$ cat config.mk
export PLATFORM = sky130hd
export DESIGN_NAME = toeq_core
export DESIGN_NICKNAME = d
export VERILOG_FILES = /design/src/core/toeq_buf2.v /design/src/core/toeq_core.v
export VERILOG_INCLUDE_DIRS = /design/src /design/src/core
export SDC_FILE = /design/constraint.sdc
export NUM_CORES = 1
export LEC_CHECK = 0
export BUFFER_PORTS_ARGS = -buffer_cell sky130_fd_sc_hd__buf_2
export CELL_PAD_IN_SITES_DETAIL_PLACEMENT = 0
export CELL_PAD_IN_SITES_GLOBAL_PLACEMENT = 1
export CORE_AREA = 3 3 274 141
export CTS_BUF_LIST = sky130_fd_sc_hd__clkbuf_2
export DETAILED_ROUTE_END_ITERATION = 6
export DIE_AREA = 0 0 277 144
export PLACE_DENSITY = 0.95
export SLEW_MARGIN = 20
export SYNTH_ARGS = -nofsm -noshare
export SYNTH_HDL_FRONTEND = slang
export SYNTH_SLANG_ARGS = --single-unit
$ cat constraint.sdc
create_clock -name clk -period 19.37 [get_ports clk]
set_input_delay 1.937 -clock clk [delete_from_list [all_inputs] [get_ports clk]]
set_output_delay 1.937 -clock clk [all_outputs]
set_load 0.01 [all_outputs]
$ cat src/core/toeq_map.vh
`ifndef TOEQ_MAP_VH
`define TOEQ_MAP_VH

// Trigger-select bit positions (weights 1,2,4,8,16,32,64,128)
`define TOEQ_SEL_VOLT      0
`define TOEQ_SEL_CURR      1
`define TOEQ_SEL_FIELD     2
`define TOEQ_SEL_TIME      3
`define TOEQ_SEL_RSVD      4
`define TOEQ_SEL_FMT       5
`define TOEQ_SEL_SERIAL    6
`define TOEQ_SEL_GPIB      7
`define TOEQ_SEL_RESET     8'h00
`define TOEQ_SEL_MAX       16'h00ff

// Item codes carried in the trigger stream
`define TOEQ_ITEM_TIME     2'h3
`define TOEQ_ITEM_FIELD    2'h2
`define TOEQ_ITEM_CURR     2'h1
`define TOEQ_ITEM_VOLT     2'h0

// Stream word layout: {fmt, last, item[1:0], data[31:0]}
`define TOEQ_SW_W          36
`define TOEQ_SW_FMT        35
`define TOEQ_SW_LAST       34

// Error code magnitudes (reported as negative)
`define TOEQ_ERR_NONE      10'h000
`define TOEQ_ERR_UNK_CMD   10'h065
`define TOEQ_ERR_BAD_ARG   10'h066
`define TOEQ_ERR_NON_BOOL  10'h067
`define TOEQ_ERR_MISSING   10'h068
`define TOEQ_ERR_COIL_CMD  10'h06a
`define TOEQ_ERR_COIL_QRY  10'h0ca
`define TOEQ_ERR_QRY_INT   10'h0cb
`define TOEQ_ERR_HEATING   10'h12d
`define TOEQ_ERR_QUENCH    10'h12e
`define TOEQ_ERR_IN_OVF    10'h12f
`define TOEQ_ERR_Q_OVF     10'h130
`define TOEQ_ERR_TEXT_MAX  7'h50

// Category thresholds (hundreds)
`define TOEQ_CAT_QRY_LO    10'h0c8
`define TOEQ_CAT_EXE_LO    10'h12c
`define TOEQ_CAT_DEV_LO    10'h190

// Category flag positions
`define TOEQ_CAT_CMD       0
`define TOEQ_CAT_QRY       1
`define TOEQ_CAT_EXE       2
`define TOEQ_CAT_DEV       3

// Error queue geometry
`define TOEQ_Q_DEPTH       4'ha
`define TOEQ_Q_LAST        4'h9

`endif

$ cat src/core/toeq_buf2.v
`timescale 1ns/10ps
// Two-entry buffer; a stall on the read side never loses a word
module toeq_buf2
#(
  parameter W = 36
)
(
  // Clock and reset
  input  wire         clk,
  input  wire         sys_rst,
  // Fill side
  input  wire         in_valid,
  output wire         in_ready,
  input  wire [W-1:0] in_data,
  // Drain side
  output wire         out_valid,
  input  wire         out_ready,
  output wire [W-1:0] out_data
);

  reg [W-1:0] slot0_r;
  reg [W-1:0] slot1_r;
  reg [1:0]   cnt_r;

  wire push;
  wire pop;

  // Ready only while a slot is free, so back-pressure reaches the source
  assign in_ready  = (cnt_r != 2'h2);
  assign out_valid = (cnt_r != 2'h0);
  assign out_data  = slot0_r;
  assign push      = in_valid & in_ready;
  assign pop       = out_valid & out_ready;

  // Slot0 is always the head; slot1 shifts down on pop
  always @(posedge clk or posedge sys_rst)
  begin
    if (sys_rst)
    begin
      slot0_r <= {W{1'b0}};
      slot1_r <= {W{1'b0}};
      cnt_r   <= 2'h0;
    end
    else
    begin
      if (pop)
      begin
        slot0_r <= (cnt_r == 2'h2) ? slot1_r : in_data;
        if (push && cnt_r == 2'h2)
          slot1_r <= in_data;
      end
      else if (push)
      begin
        if (cnt_r == 2'h0)
          slot0_r <= in_data;
        else
          slot1_r <= in_data;
      end
      cnt_r <= cnt_r + {1'b0, push} - {1'b0, pop};
    end
  end

endmodule // toeq_buf2

$ cat src/core/toeq_core.v
// Overview of operation
// Bits 0-2 add voltage, current, field.
// Bit 3 adds trigger time hh:mm:ss.ss.
// Bit 4 reserved, no effect.
// Bit 5 selects formatted output.
// Bit 6 sends output to serial immediately.
// Bit 7 holds output for instrument-bus read.
// Host writes decimal sum; query returns it.
// Bus trigger or command fills enabled buffers.
// Unformatted order: time, field, current, voltage.
// Bad or out-of-range value gives -102.
// Error beeps, queues, sets event bits.
// Entry is negative code plus quoted text.
// Error read returns oldest and removes it.
// Ten entries; overflow marks newest as -304.
// Empty queue reads as code 0.
// Category flags sticky until user clears.
// Parser errors -101, -103, -104.
// Field units without coil constant: -106/-202.
// Query during reply: replace, log -203.
// Ramp start while heating: -301.
// Ramp change during quench: -302.
// All input buffers full: drop, -303.
// Reset empties queue, flags, select register.
`timescale 1ns/10ps
`include "toeq_map.vh"
module toeq_core
(
  // Clock and reset
  input  wire        clk,
  input  wire        sys_rst,
  // Decoded host commands, one-cycle strobes
  input  wire        trigger_select_write,
  input  wire        trigger_select_query,
  input  wire [15:0] cmd_value,
  input  wire        cmd_value_ok,
  input  wire        trg_cmd,
  input  wire        bus_trigger,
  input  wire        err_read,
  // Parser and system conditions, sampled with cmd_event
  input  wire        cmd_event,
  input  wire        cmd_is_query,
  input  wire        cmd_unknown,
  input  wire        cmd_non_bool,
  input  wire        cmd_missing_arg,
  input  wire        cmd_uses_field,
  input  wire        coil_const_ok,
  input  wire        reply_busy,
  input  wire        ramp_start_req,
  input  wire        heating_active,
  input  wire        ramp_change_req,
  input  wire        quench_active,
  input  wire        input_bufs_full,
  // Category flag clear (user), status enable mask
  input  wire [3:0]  cat_clr,
  input  wire [3:0]  cat_enable,
  // Measurement snapshot
  input  wire [31:0] meas_voltage,
  input  wire [31:0] meas_current,
  input  wire [31:0] meas_field,
  input  wire [31:0] meas_time_bcd,
  // Select register read-back
  output reg         qry_valid,
  output reg  [7:0]  qry_value,
  output wire [7:0]  trigger_output_select,
  // Serial transmit stream
  output wire        ser_valid,
  input  wire        ser_ready,
  output wire [35:0] ser_data,
  // Instrument-bus output stream
  output wire        gpib_valid,
  input  wire        gpib_ready,
  output wire [35:0] gpib_data,
  // Error side
  output reg         beep,
  output reg         reply_discard,
  output reg         cmd_drop,
  output reg         err_rd_valid,
  output reg         err_rd_neg,
  output reg  [9:0]  err_rd_code,
  output wire [6:0]  err_text_max,
  output wire [3:0]  cat_flags,
  output wire        cat_summary,
  output wire        err_avail,
  output wire [3:0]  err_count
);

  localparam ST_IDLE = 2'b01;
  localparam ST_EMIT = 2'b10;

  reg [7:0]  sel_r;
  reg [1:0]  state_r;
  reg [1:0]  state_nxt;
  reg [3:0]  items_r;
  reg [1:0]  dst_r;
  reg        fmt_r;
  reg [31:0] snap_v_r;
  reg [31:0] snap_c_r;
  reg [31:0] snap_f_r;
  reg [31:0] snap_t_r;
  reg [9:0]  q_mem [0:9];
  reg [3:0]  rd_ptr_r;
  reg [3:0]  wr_ptr_r;
  reg [3:0]  cnt_r;
  reg        ovf_r;
  reg [3:0]  cat_r;
  reg [9:0]  err_code;
  reg        err_hit;
  reg [31:0] item_data;

  wire [1:0]  cur_item;
  wire        cur_last;
  wire        ser_in_ready;
  wire        gpib_in_ready;
  wire        emit_ok;
  wire        stream_valid;
  wire [35:0] stream_word;
  wire        trig;
  wire        sel_bad;
  wire        pop;
  wire        push;
  wire        q_full;

  // Highest pending item in output order: time, field, current, voltage
  function [1:0] pick_item;
    input [3:0] m;
    begin
      if (m[`TOEQ_SEL_TIME])
        pick_item = `TOEQ_ITEM_TIME;
      else if (m[`TOEQ_SEL_FIELD])
        pick_item = `TOEQ_ITEM_FIELD;
      else if (m[`TOEQ_SEL_CURR])
        pick_item = `TOEQ_ITEM_CURR;
      else
        pick_item = `TOEQ_ITEM_VOLT;
    end
  endfunction

  // Category from code hundreds
  function [3:0] cat_of;
    input [9:0] c;
    begin
      if (c >= `TOEQ_CAT_DEV_LO)
        cat_of = 4'h1 << `TOEQ_CAT_DEV;
      else if (c >= `TOEQ_CAT_EXE_LO)
        cat_of = 4'h1 << `TOEQ_CAT_EXE;
      else if (c >= `TOEQ_CAT_QRY_LO)
        cat_of = 4'h1 << `TOEQ_CAT_QRY;
      else
        cat_of = 4'h1 << `TOEQ_CAT_CMD;
    end
  endfunction

  // Queue index wrap
  function [3:0] nxt_ptr;
    input [3:0] p;
    begin
      nxt_ptr = (p == `TOEQ_Q_LAST) ? 4'h0 : p + 4'h1;
    end
  endfunction

  assign trigger_output_select = sel_r;
  assign trig                  = trg_cmd | bus_trigger;
  // range and form check
  assign sel_bad               = !cmd_value_ok || (cmd_value > `TOEQ_SEL_MAX);

  // Select register write and query read-back
  always @(posedge clk or posedge sys_rst)
  begin
    if (sys_rst)
    begin
      // nothing enabled
      sel_r     <= `TOEQ_SEL_RESET;
      qry_valid <= 1'b0;
      qry_value <= 8'h00;
    end
    else
    begin
      // store decimal sum
      // bad value leaves register unchanged
      if (trigger_select_write && !sel_bad)
        sel_r <= cmd_value[7:0];
      qry_valid <= trigger_select_query;
      // query returns last value written
      if (trigger_select_query)
        qry_value <= sel_r;
    end
  end

  // Emit proceeds only when every enabled destination can take the word
  // both buffers may receive the same trigger
  assign emit_ok      = (!dst_r[0] || ser_in_ready) && (!dst_r[1] || gpib_in_ready);
  assign stream_valid = (state_r == ST_EMIT) && emit_ok;
  assign cur_item     = pick_item(items_r);
  // last when only one enabled item remains
  assign cur_last     = (items_r & (items_r - 4'h1)) == 4'h0;

  // Item payload select
  always @*
  begin
    case (cur_item)
      `TOEQ_ITEM_TIME:
        item_data = snap_t_r;
      `TOEQ_ITEM_FIELD:
        item_data = snap_f_r;
      `TOEQ_ITEM_CURR:
        item_data = snap_c_r;
      default:
        item_data = snap_v_r;
    endcase
  end

  // formatted flag travels with each word
  assign stream_word = {fmt_r, cur_last, cur_item, item_data};

  // Trigger sequencer next state
  always @*
  begin
    case (state_r)
      ST_IDLE:
        state_nxt = (trig && (sel_r[`TOEQ_SEL_TIME:`TOEQ_SEL_VOLT] != 4'h0)
                     && (sel_r[`TOEQ_SEL_GPIB:`TOEQ_SEL_SERIAL] != 2'h0))
                    ? ST_EMIT : ST_IDLE;
      ST_EMIT:
        state_nxt = (stream_valid && cur_last) ? ST_IDLE : ST_EMIT;
      default:
        state_nxt = ST_IDLE;
    endcase
  end

  // Snapshot on trigger; a trigger during emission is ignored
  always @(posedge clk or posedge sys_rst)
  begin
    if (sys_rst)
    begin
      state_r  <= ST_IDLE;
      items_r  <= 4'h0;
      dst_r    <= 2'h0;
      fmt_r    <= 1'b0;
      snap_v_r <= 32'h0000_0000;
      snap_c_r <= 32'h0000_0000;
      snap_f_r <= 32'h0000_0000;
      snap_t_r <= 32'h0000_0000;
    end
    else
    begin
      state_r <= state_nxt;
      if (state_r == ST_IDLE && trig)
      begin
        // voltage, current, field items
        // time item as BCD hh:mm:ss.ss
        // reserved bit not copied
        items_r  <= sel_r[`TOEQ_SEL_TIME:`TOEQ_SEL_VOLT];
        fmt_r    <= sel_r[`TOEQ_SEL_FMT];
        dst_r    <= sel_r[`TOEQ_SEL_GPIB:`TOEQ_SEL_SERIAL];
        snap_v_r <= meas_voltage;
        snap_c_r <= meas_current;
        snap_f_r <= meas_field;
        snap_t_r <= meas_time_bcd;
      end
      else if (stream_valid)
        items_r <= items_r & ~(4'h1 << cur_item);
    end
  end

  // serial path drains as soon as the link takes words
  toeq_buf2 #(.W(`TOEQ_SW_W)) u_ser_buf
  (
    .clk       (clk),
    .sys_rst   (sys_rst),
    .in_valid  (stream_valid & dst_r[0]),
    .in_ready  (ser_in_ready),
    .in_data   (stream_word),
    .out_valid (ser_valid),
    .out_ready (ser_ready),
    .out_data  (ser_data)
  );

  // held until the host reads it out
  toeq_buf2 #(.W(`TOEQ_SW_W)) u_gpib_buf
  (
    .clk       (clk),
    .sys_rst   (sys_rst),
    .in_valid  (stream_valid & dst_r[1]),
    .in_ready  (gpib_in_ready),
    .in_data   (stream_word),
    .out_valid (gpib_valid),
    .out_ready (gpib_ready),
    .out_data  (gpib_data)
  );

  // Error source priority: one code per cycle
  always @*
  begin
    err_hit  = 1'b1;
    err_code = `TOEQ_ERR_NONE;
    // input overflow
    if (cmd_event && input_bufs_full)
      err_code = `TOEQ_ERR_IN_OVF;
    // parser errors, plus R10 bad select value
    else if (cmd_event && cmd_unknown)
      err_code = `TOEQ_ERR_UNK_CMD;
    else if (trigger_select_write && sel_bad)
      err_code = `TOEQ_ERR_BAD_ARG;
    else if (cmd_event && cmd_non_bool)
      err_code = `TOEQ_ERR_NON_BOOL;
    else if (cmd_event && cmd_missing_arg)
      err_code = `TOEQ_ERR_MISSING;
    // field units need a coil constant
    else if (cmd_event && cmd_uses_field && !coil_const_ok)
      err_code = cmd_is_query ? `TOEQ_ERR_COIL_QRY : `TOEQ_ERR_COIL_CMD;
    // quench blocks ramp state changes
    else if (cmd_event && ramp_change_req && quench_active)
      err_code = `TOEQ_ERR_QUENCH;
    // heating period blocks ramp start
    else if (cmd_event && ramp_start_req && heating_active)
      err_code = `TOEQ_ERR_HEATING;
    // new query interrupts a reply in flight
    else if (cmd_event && cmd_is_query && reply_busy)
      err_code = `TOEQ_ERR_QRY_INT;
    else
      err_hit = 1'b0;
  end

  // read removes the oldest entry
  assign pop    = err_read && (cnt_r != 4'h0);
  assign q_full = (cnt_r == `TOEQ_Q_DEPTH) && !pop;
  // no store while full
  assign push   = err_hit && !q_full;

  // Error queue, overflow marker and read port
  always @(posedge clk or posedge sys_rst)
  begin
    if (sys_rst)
    begin
      // empty queue
      rd_ptr_r     <= 4'h0;
      wr_ptr_r     <= 4'h0;
      cnt_r        <= 4'h0;
      ovf_r        <= 1'b0;
      err_rd_valid <= 1'b0;
      err_rd_neg   <= 1'b0;
      err_rd_code  <= `TOEQ_ERR_NONE;
    end
    else
    begin
      err_rd_valid <= err_read;
      if (err_read)
      begin
        // empty reads as code 0
        // nonzero codes report negative
        err_rd_code <= pop ? q_mem[rd_ptr_r] : `TOEQ_ERR_NONE;
        err_rd_neg  <= pop;
      end
      if (pop)
      begin
        rd_ptr_r <= nxt_ptr(rd_ptr_r);
        ovf_r    <= 1'b0;
      end
      if (push)
      begin
        q_mem[wr_ptr_r] <= err_code;
        wr_ptr_r        <= nxt_ptr(wr_ptr_r);
      end
      else if (err_hit && !ovf_r)
      begin
        // newest slot becomes overflow marker
        q_mem[(wr_ptr_r == 4'h0) ? `TOEQ_Q_LAST : wr_ptr_r - 4'h1] <= `TOEQ_ERR_Q_OVF;
        ovf_r <= 1'b1;
      end
      cnt_r <= cnt_r + {3'h0, push} - {3'h0, pop};
    end
  end

  // Side effects of any error, and sticky category flags
  always @(posedge clk or posedge sys_rst)
  begin
    if (sys_rst)
    begin
      // flags clear
      cat_r         <= 4'h0;
      beep          <= 1'b0;
      reply_discard <= 1'b0;
      cmd_drop      <= 1'b0;
    end
    else
    begin
      // beep on every error
      beep          <= err_hit;
      // discard unsent reply remainder
      reply_discard <= cmd_event && cmd_is_query && reply_busy;
      // arriving command lost
      cmd_drop      <= cmd_event && input_bufs_full;
      // set wins over user clear
      cat_r <= (cat_r & ~cat_clr) | (err_hit ? cat_of(err_code) : 4'h0);
    end
  end

  // summary bit gated by user enables
  assign cat_flags    = cat_r;
  assign cat_summary  = |(cat_r & cat_enable);
  assign err_avail    = (cnt_r != 4'h0);
  assign err_count    = cnt_r;
  // text length bound for the message formatter
  assign err_text_max = `TOEQ_ERR_TEXT_MAX;

endmodule // toeq_core

==> out/qor.yml <==
worst_ep_arrival_time_ns: 2.41
power.leakage_nw: 10.7
cts_buffers: 92
timing.critical_path.slowest_stage_cell: "sky130_fd_sc_hd__a22oi_1"
area.sequential_mm2: 0.0110
area.growth.synth_to_final_pct: 15.2
placementRows: 49
netlist_top_cells_count: "sky130_fd_sc_hd__nand2_1 (443), sky130_fd_sc_hd__dfrtp_1 (332), sky130_fd_sc_hd__o21ai_0 (138), sky130_fd_sc_hd__a21oi_1 (116), sky130_fd_sc_hd__mux2_2 (94)"
place.detailed.hpwl_um: 31200
count_of_h_tree_levels_built_during_cts: 3
die_height_um: 144
internal_power_mw: 1.56
dpl.cell_count: 2342
synth.ff_latch_count: 423
run_status: "complete, no violations"
pwr_density_cell_mw_per_mm2: 115
largest_stage_delay_on_the_critical_path_ns: 0.17
path_common_cell: "sky130_fd_sc_hd__buf_2"
synth_top_cells_by_area: "sky130_fd_sc_hd__dfrtp_1 (46%), sky130_fd_sc_hd__edfxtp_1 (15%), sky130_fd_sc_hd__nand2_1 (9.2%)"
cts.reportedPaths.clkPinSlew_ns: 0.09
setup_viol: 0
via_count_of_the_first_global_routing_pass: 13289
total_number_of_vias: 13096
critical_path.reg2reg.startpoint: "err_count[2]"
number_of_buffers_inserted_by_port_buffering: 289
clock_latency_on_the_worst_skew_pair_ns: 0.99
min_cycle_time_layout_ns: 4.35
start_util_pct: 50.3
synth_enable_flop_cells: 90
maxSlewViolCount: 0
net-switching-power_mw: 0.835
peakVddDrop_mv: 0.0711
ant_nets: 0
min-delay-path-class: "reg2reg"
layout-drive-gt1-share_pct: 29.6
design.die.area_mm2: 0.0399
tns_ns: 0
global_route_wire_length_before_repair_um: 71800
slew-limit-headroom_pct: 27.2
clock_tree_from_tritoncts: "built"
grt_setup_unrepaired: "false"
multi_input_comb_area_mm2: 0.00652
detail_route.wirelength_um: 45900
top_flip_flop_cell_by_instance_count_after_synthesis: "sky130_fd_sc_hd__dfrtp_1"
final-instance-count-excl-fill: 2510
cts.sink_count: 423
grt_overflow: 0
gp_routability_congestion: 0.878
synth_area_leader_cell: "sky130_fd_sc_hd__dfrtp_1"
clock_power_share_pct: 24.1
power.share.switching_pct: 34.9
max_freq_mhz: 230
drt-vias-per-instance: 5.22
cells_traversed_along_the_worst_timing_path: "buf_2, a22oi_1, nand2_1, buf_2"
cp_max_fo: 1
initial_antenna_violation_count: 1
synth_area_per_cell_um2: 11.0
num_io_pins: 298
clock_skew_ns: 0.0853
yosysUniqueCellTypes: 60
timing.hold.worst.start: "u_ser_buf.out_data[29]"
worst-slew-pin-transition_ns: 1.09
synth-async-reset-ratio_pct: 78.7
post_synthesis_cells: 1652
holdBufCountCts: 0
grt_max_degree: 126
core_area_mm2: 0.0360
period_share_pct: 22.5
post_cts_resized: 0
worstSetupEndpointType: "output port"
dr.pass1.iters: 5
die_w_um: 277
filler_cell_count: 3114
final-hold-violation-count: 0
pre_cts_slack_ns: 14.49
synth_area_mm2: 0.0181
synth_top_cell_area_share_pct: 45.8
synth.most_common_cell: "sky130_fd_sc_hd__nand2_1"
globalRouteTotalUtil_pct: 23.1
setup_slack_ns: 15.02
synth.yosys.warnings: 0
detailedRoute.firstIterationViolations: 760
synth.yosys.seq_area_share_pct: 60.9
critical_path_required_ns: 17.43
criticalPathCategory: "in2out"
clock_path_buffers: 3
crit_path_start_kind: "input port"
share_seq_of_total_power_pct: 49.3
final_nets: 2140
crit_start: "cat_enable[0]"
wire_per_inst_um: 18.3
number_of_setup_buffers_added_after_cts: 0
combPwrFrac_pct: 26.6
root_buffer: "sky130_fd_sc_hd__clkbuf_2"
remaining_drcs: 0
maximum_capacitance_violations: 0
==> metrics by stage <==
step	hold slack, ns	total power, mW	area [um2]	utilization [%]
finish	0.483	2.39	20900	57.9
CTS	0.487	2.42	20900	57.9
global placement	0.457	1.82	20000	55.4
detailed placement	0.463	1.85	20000	55.4
global route	0.503	2.55	20900	57.9
floorplan	0.445	1.58	18200	-
==> cell usage in the layout (no fill, tap or decap), drive strengths merged, types with 2 or more instances in the layout <==
cell type  synthesis  final
o21ai            139    139
ha                12     12
a22oi              3      3
bufinv             0      3
nand4b             2      2
nor4               3      3
inv               65     67
a211oi             2      2
nand2b             6      6
edfxtp            90     90
clkinv             0     20
mux2              94     94
nor4b              3      3
xor2               5      5
clkinvlp           0      2
nor2              24     24
nor3b              2      2
a22o               3      3
and2               7      7
nand2            444    444
or3                7      7
or4                2      2
xnor2              7      7
mux2i             79     79
o22ai             34     34
nor2b              5      5
nand3b             2      2
clkbuf            76    140
a31oi              3      3
buf               30    306
a21oi            116    116
dfrtp            332    332
nor3               8      8
conb               2      8
a41oi              2      2
nand3              9      9
a21o               4      4
mux4              18     18
==> kinds of logic after synthesis <==
group	synth area share, %
AOI/OAI and AO/OA	9.18
DFF	60.9
buffers and inverters	3.82
and+or+nand+nor	12.1
muxes	12.4
other	0.0414
xor gates and xnor gates	0.580
adders and majority gates	0.994
==> critical path, delay by kind of cell <==
kind                   cells  cell delay, ns
AO/OA/AOI/OAI              1            0.17
AND/OR/NAND/NOR            1            0.07
buffers and inverters      2            0.24
==> layout make-up <==
class                      instances  share of cell area [%]
antenna                            1                  0.0120
clock inverter                    27                   0.911
timing repair buffer             306                    7.54
inverter                          65                    1.22
sequential                       423                    52.9
clock buffer                     140                    3.35
multi-input combinational       1064                    31.2
tap                              484                    2.90
==> metal layers <==
layer	vias to the layer above	routed length, um	track usage, %
met2	318	24200	42.1
met1	6426	18400	27.4
met3	94	1870	4.47
li1	6258	-	-
met4	0	1500	9.24
met5	-	0	0
==> power by group through the flow <==
stage	Clock [mW]	Sequential, mW	Combinational (mW)
6_report	0.577	1.18	0.637
5_1_grt	0.644	1.20	0.711
4_1_cts	0.594	1.18	0.649
3_5_place_dp	0	1.20	0.647
3_3_place_gp	0	1.19	0.628
2_1_floorplan	0	1.19	0.390
==> final timing paths <==
kind,depth (start not counted),to,slack [ns]
max in group asynchronous,4,items_r[2],15.74
hold reg to reg,2,u_ser_buf.out_data[29],0.48
setup reg to reg,8,q_mem[1][5],15.99
setup / recovery,4,cat_summary,15.02
min in group asynchronous,2,err_rd_valid,1.19
hold / removal,2,u_ser_buf.out_data[29],0.48
==> sequential cells by signal, summed over array words and instances, names as in the netlist, 9 cells and up <==
register	flops
snap_v_r	32
snap_c_r	32
u_ser_buf.slot1_r	36
u_ser_buf.out_data	36
err_rd_code	9
snap_t_r	32
snap_f_r	32
u_gpib_buf.out_data	36
u_gpib_buf.slot1_r	36
q_mem	90
No activity file was read; power rests on OpenSTA's default activity.
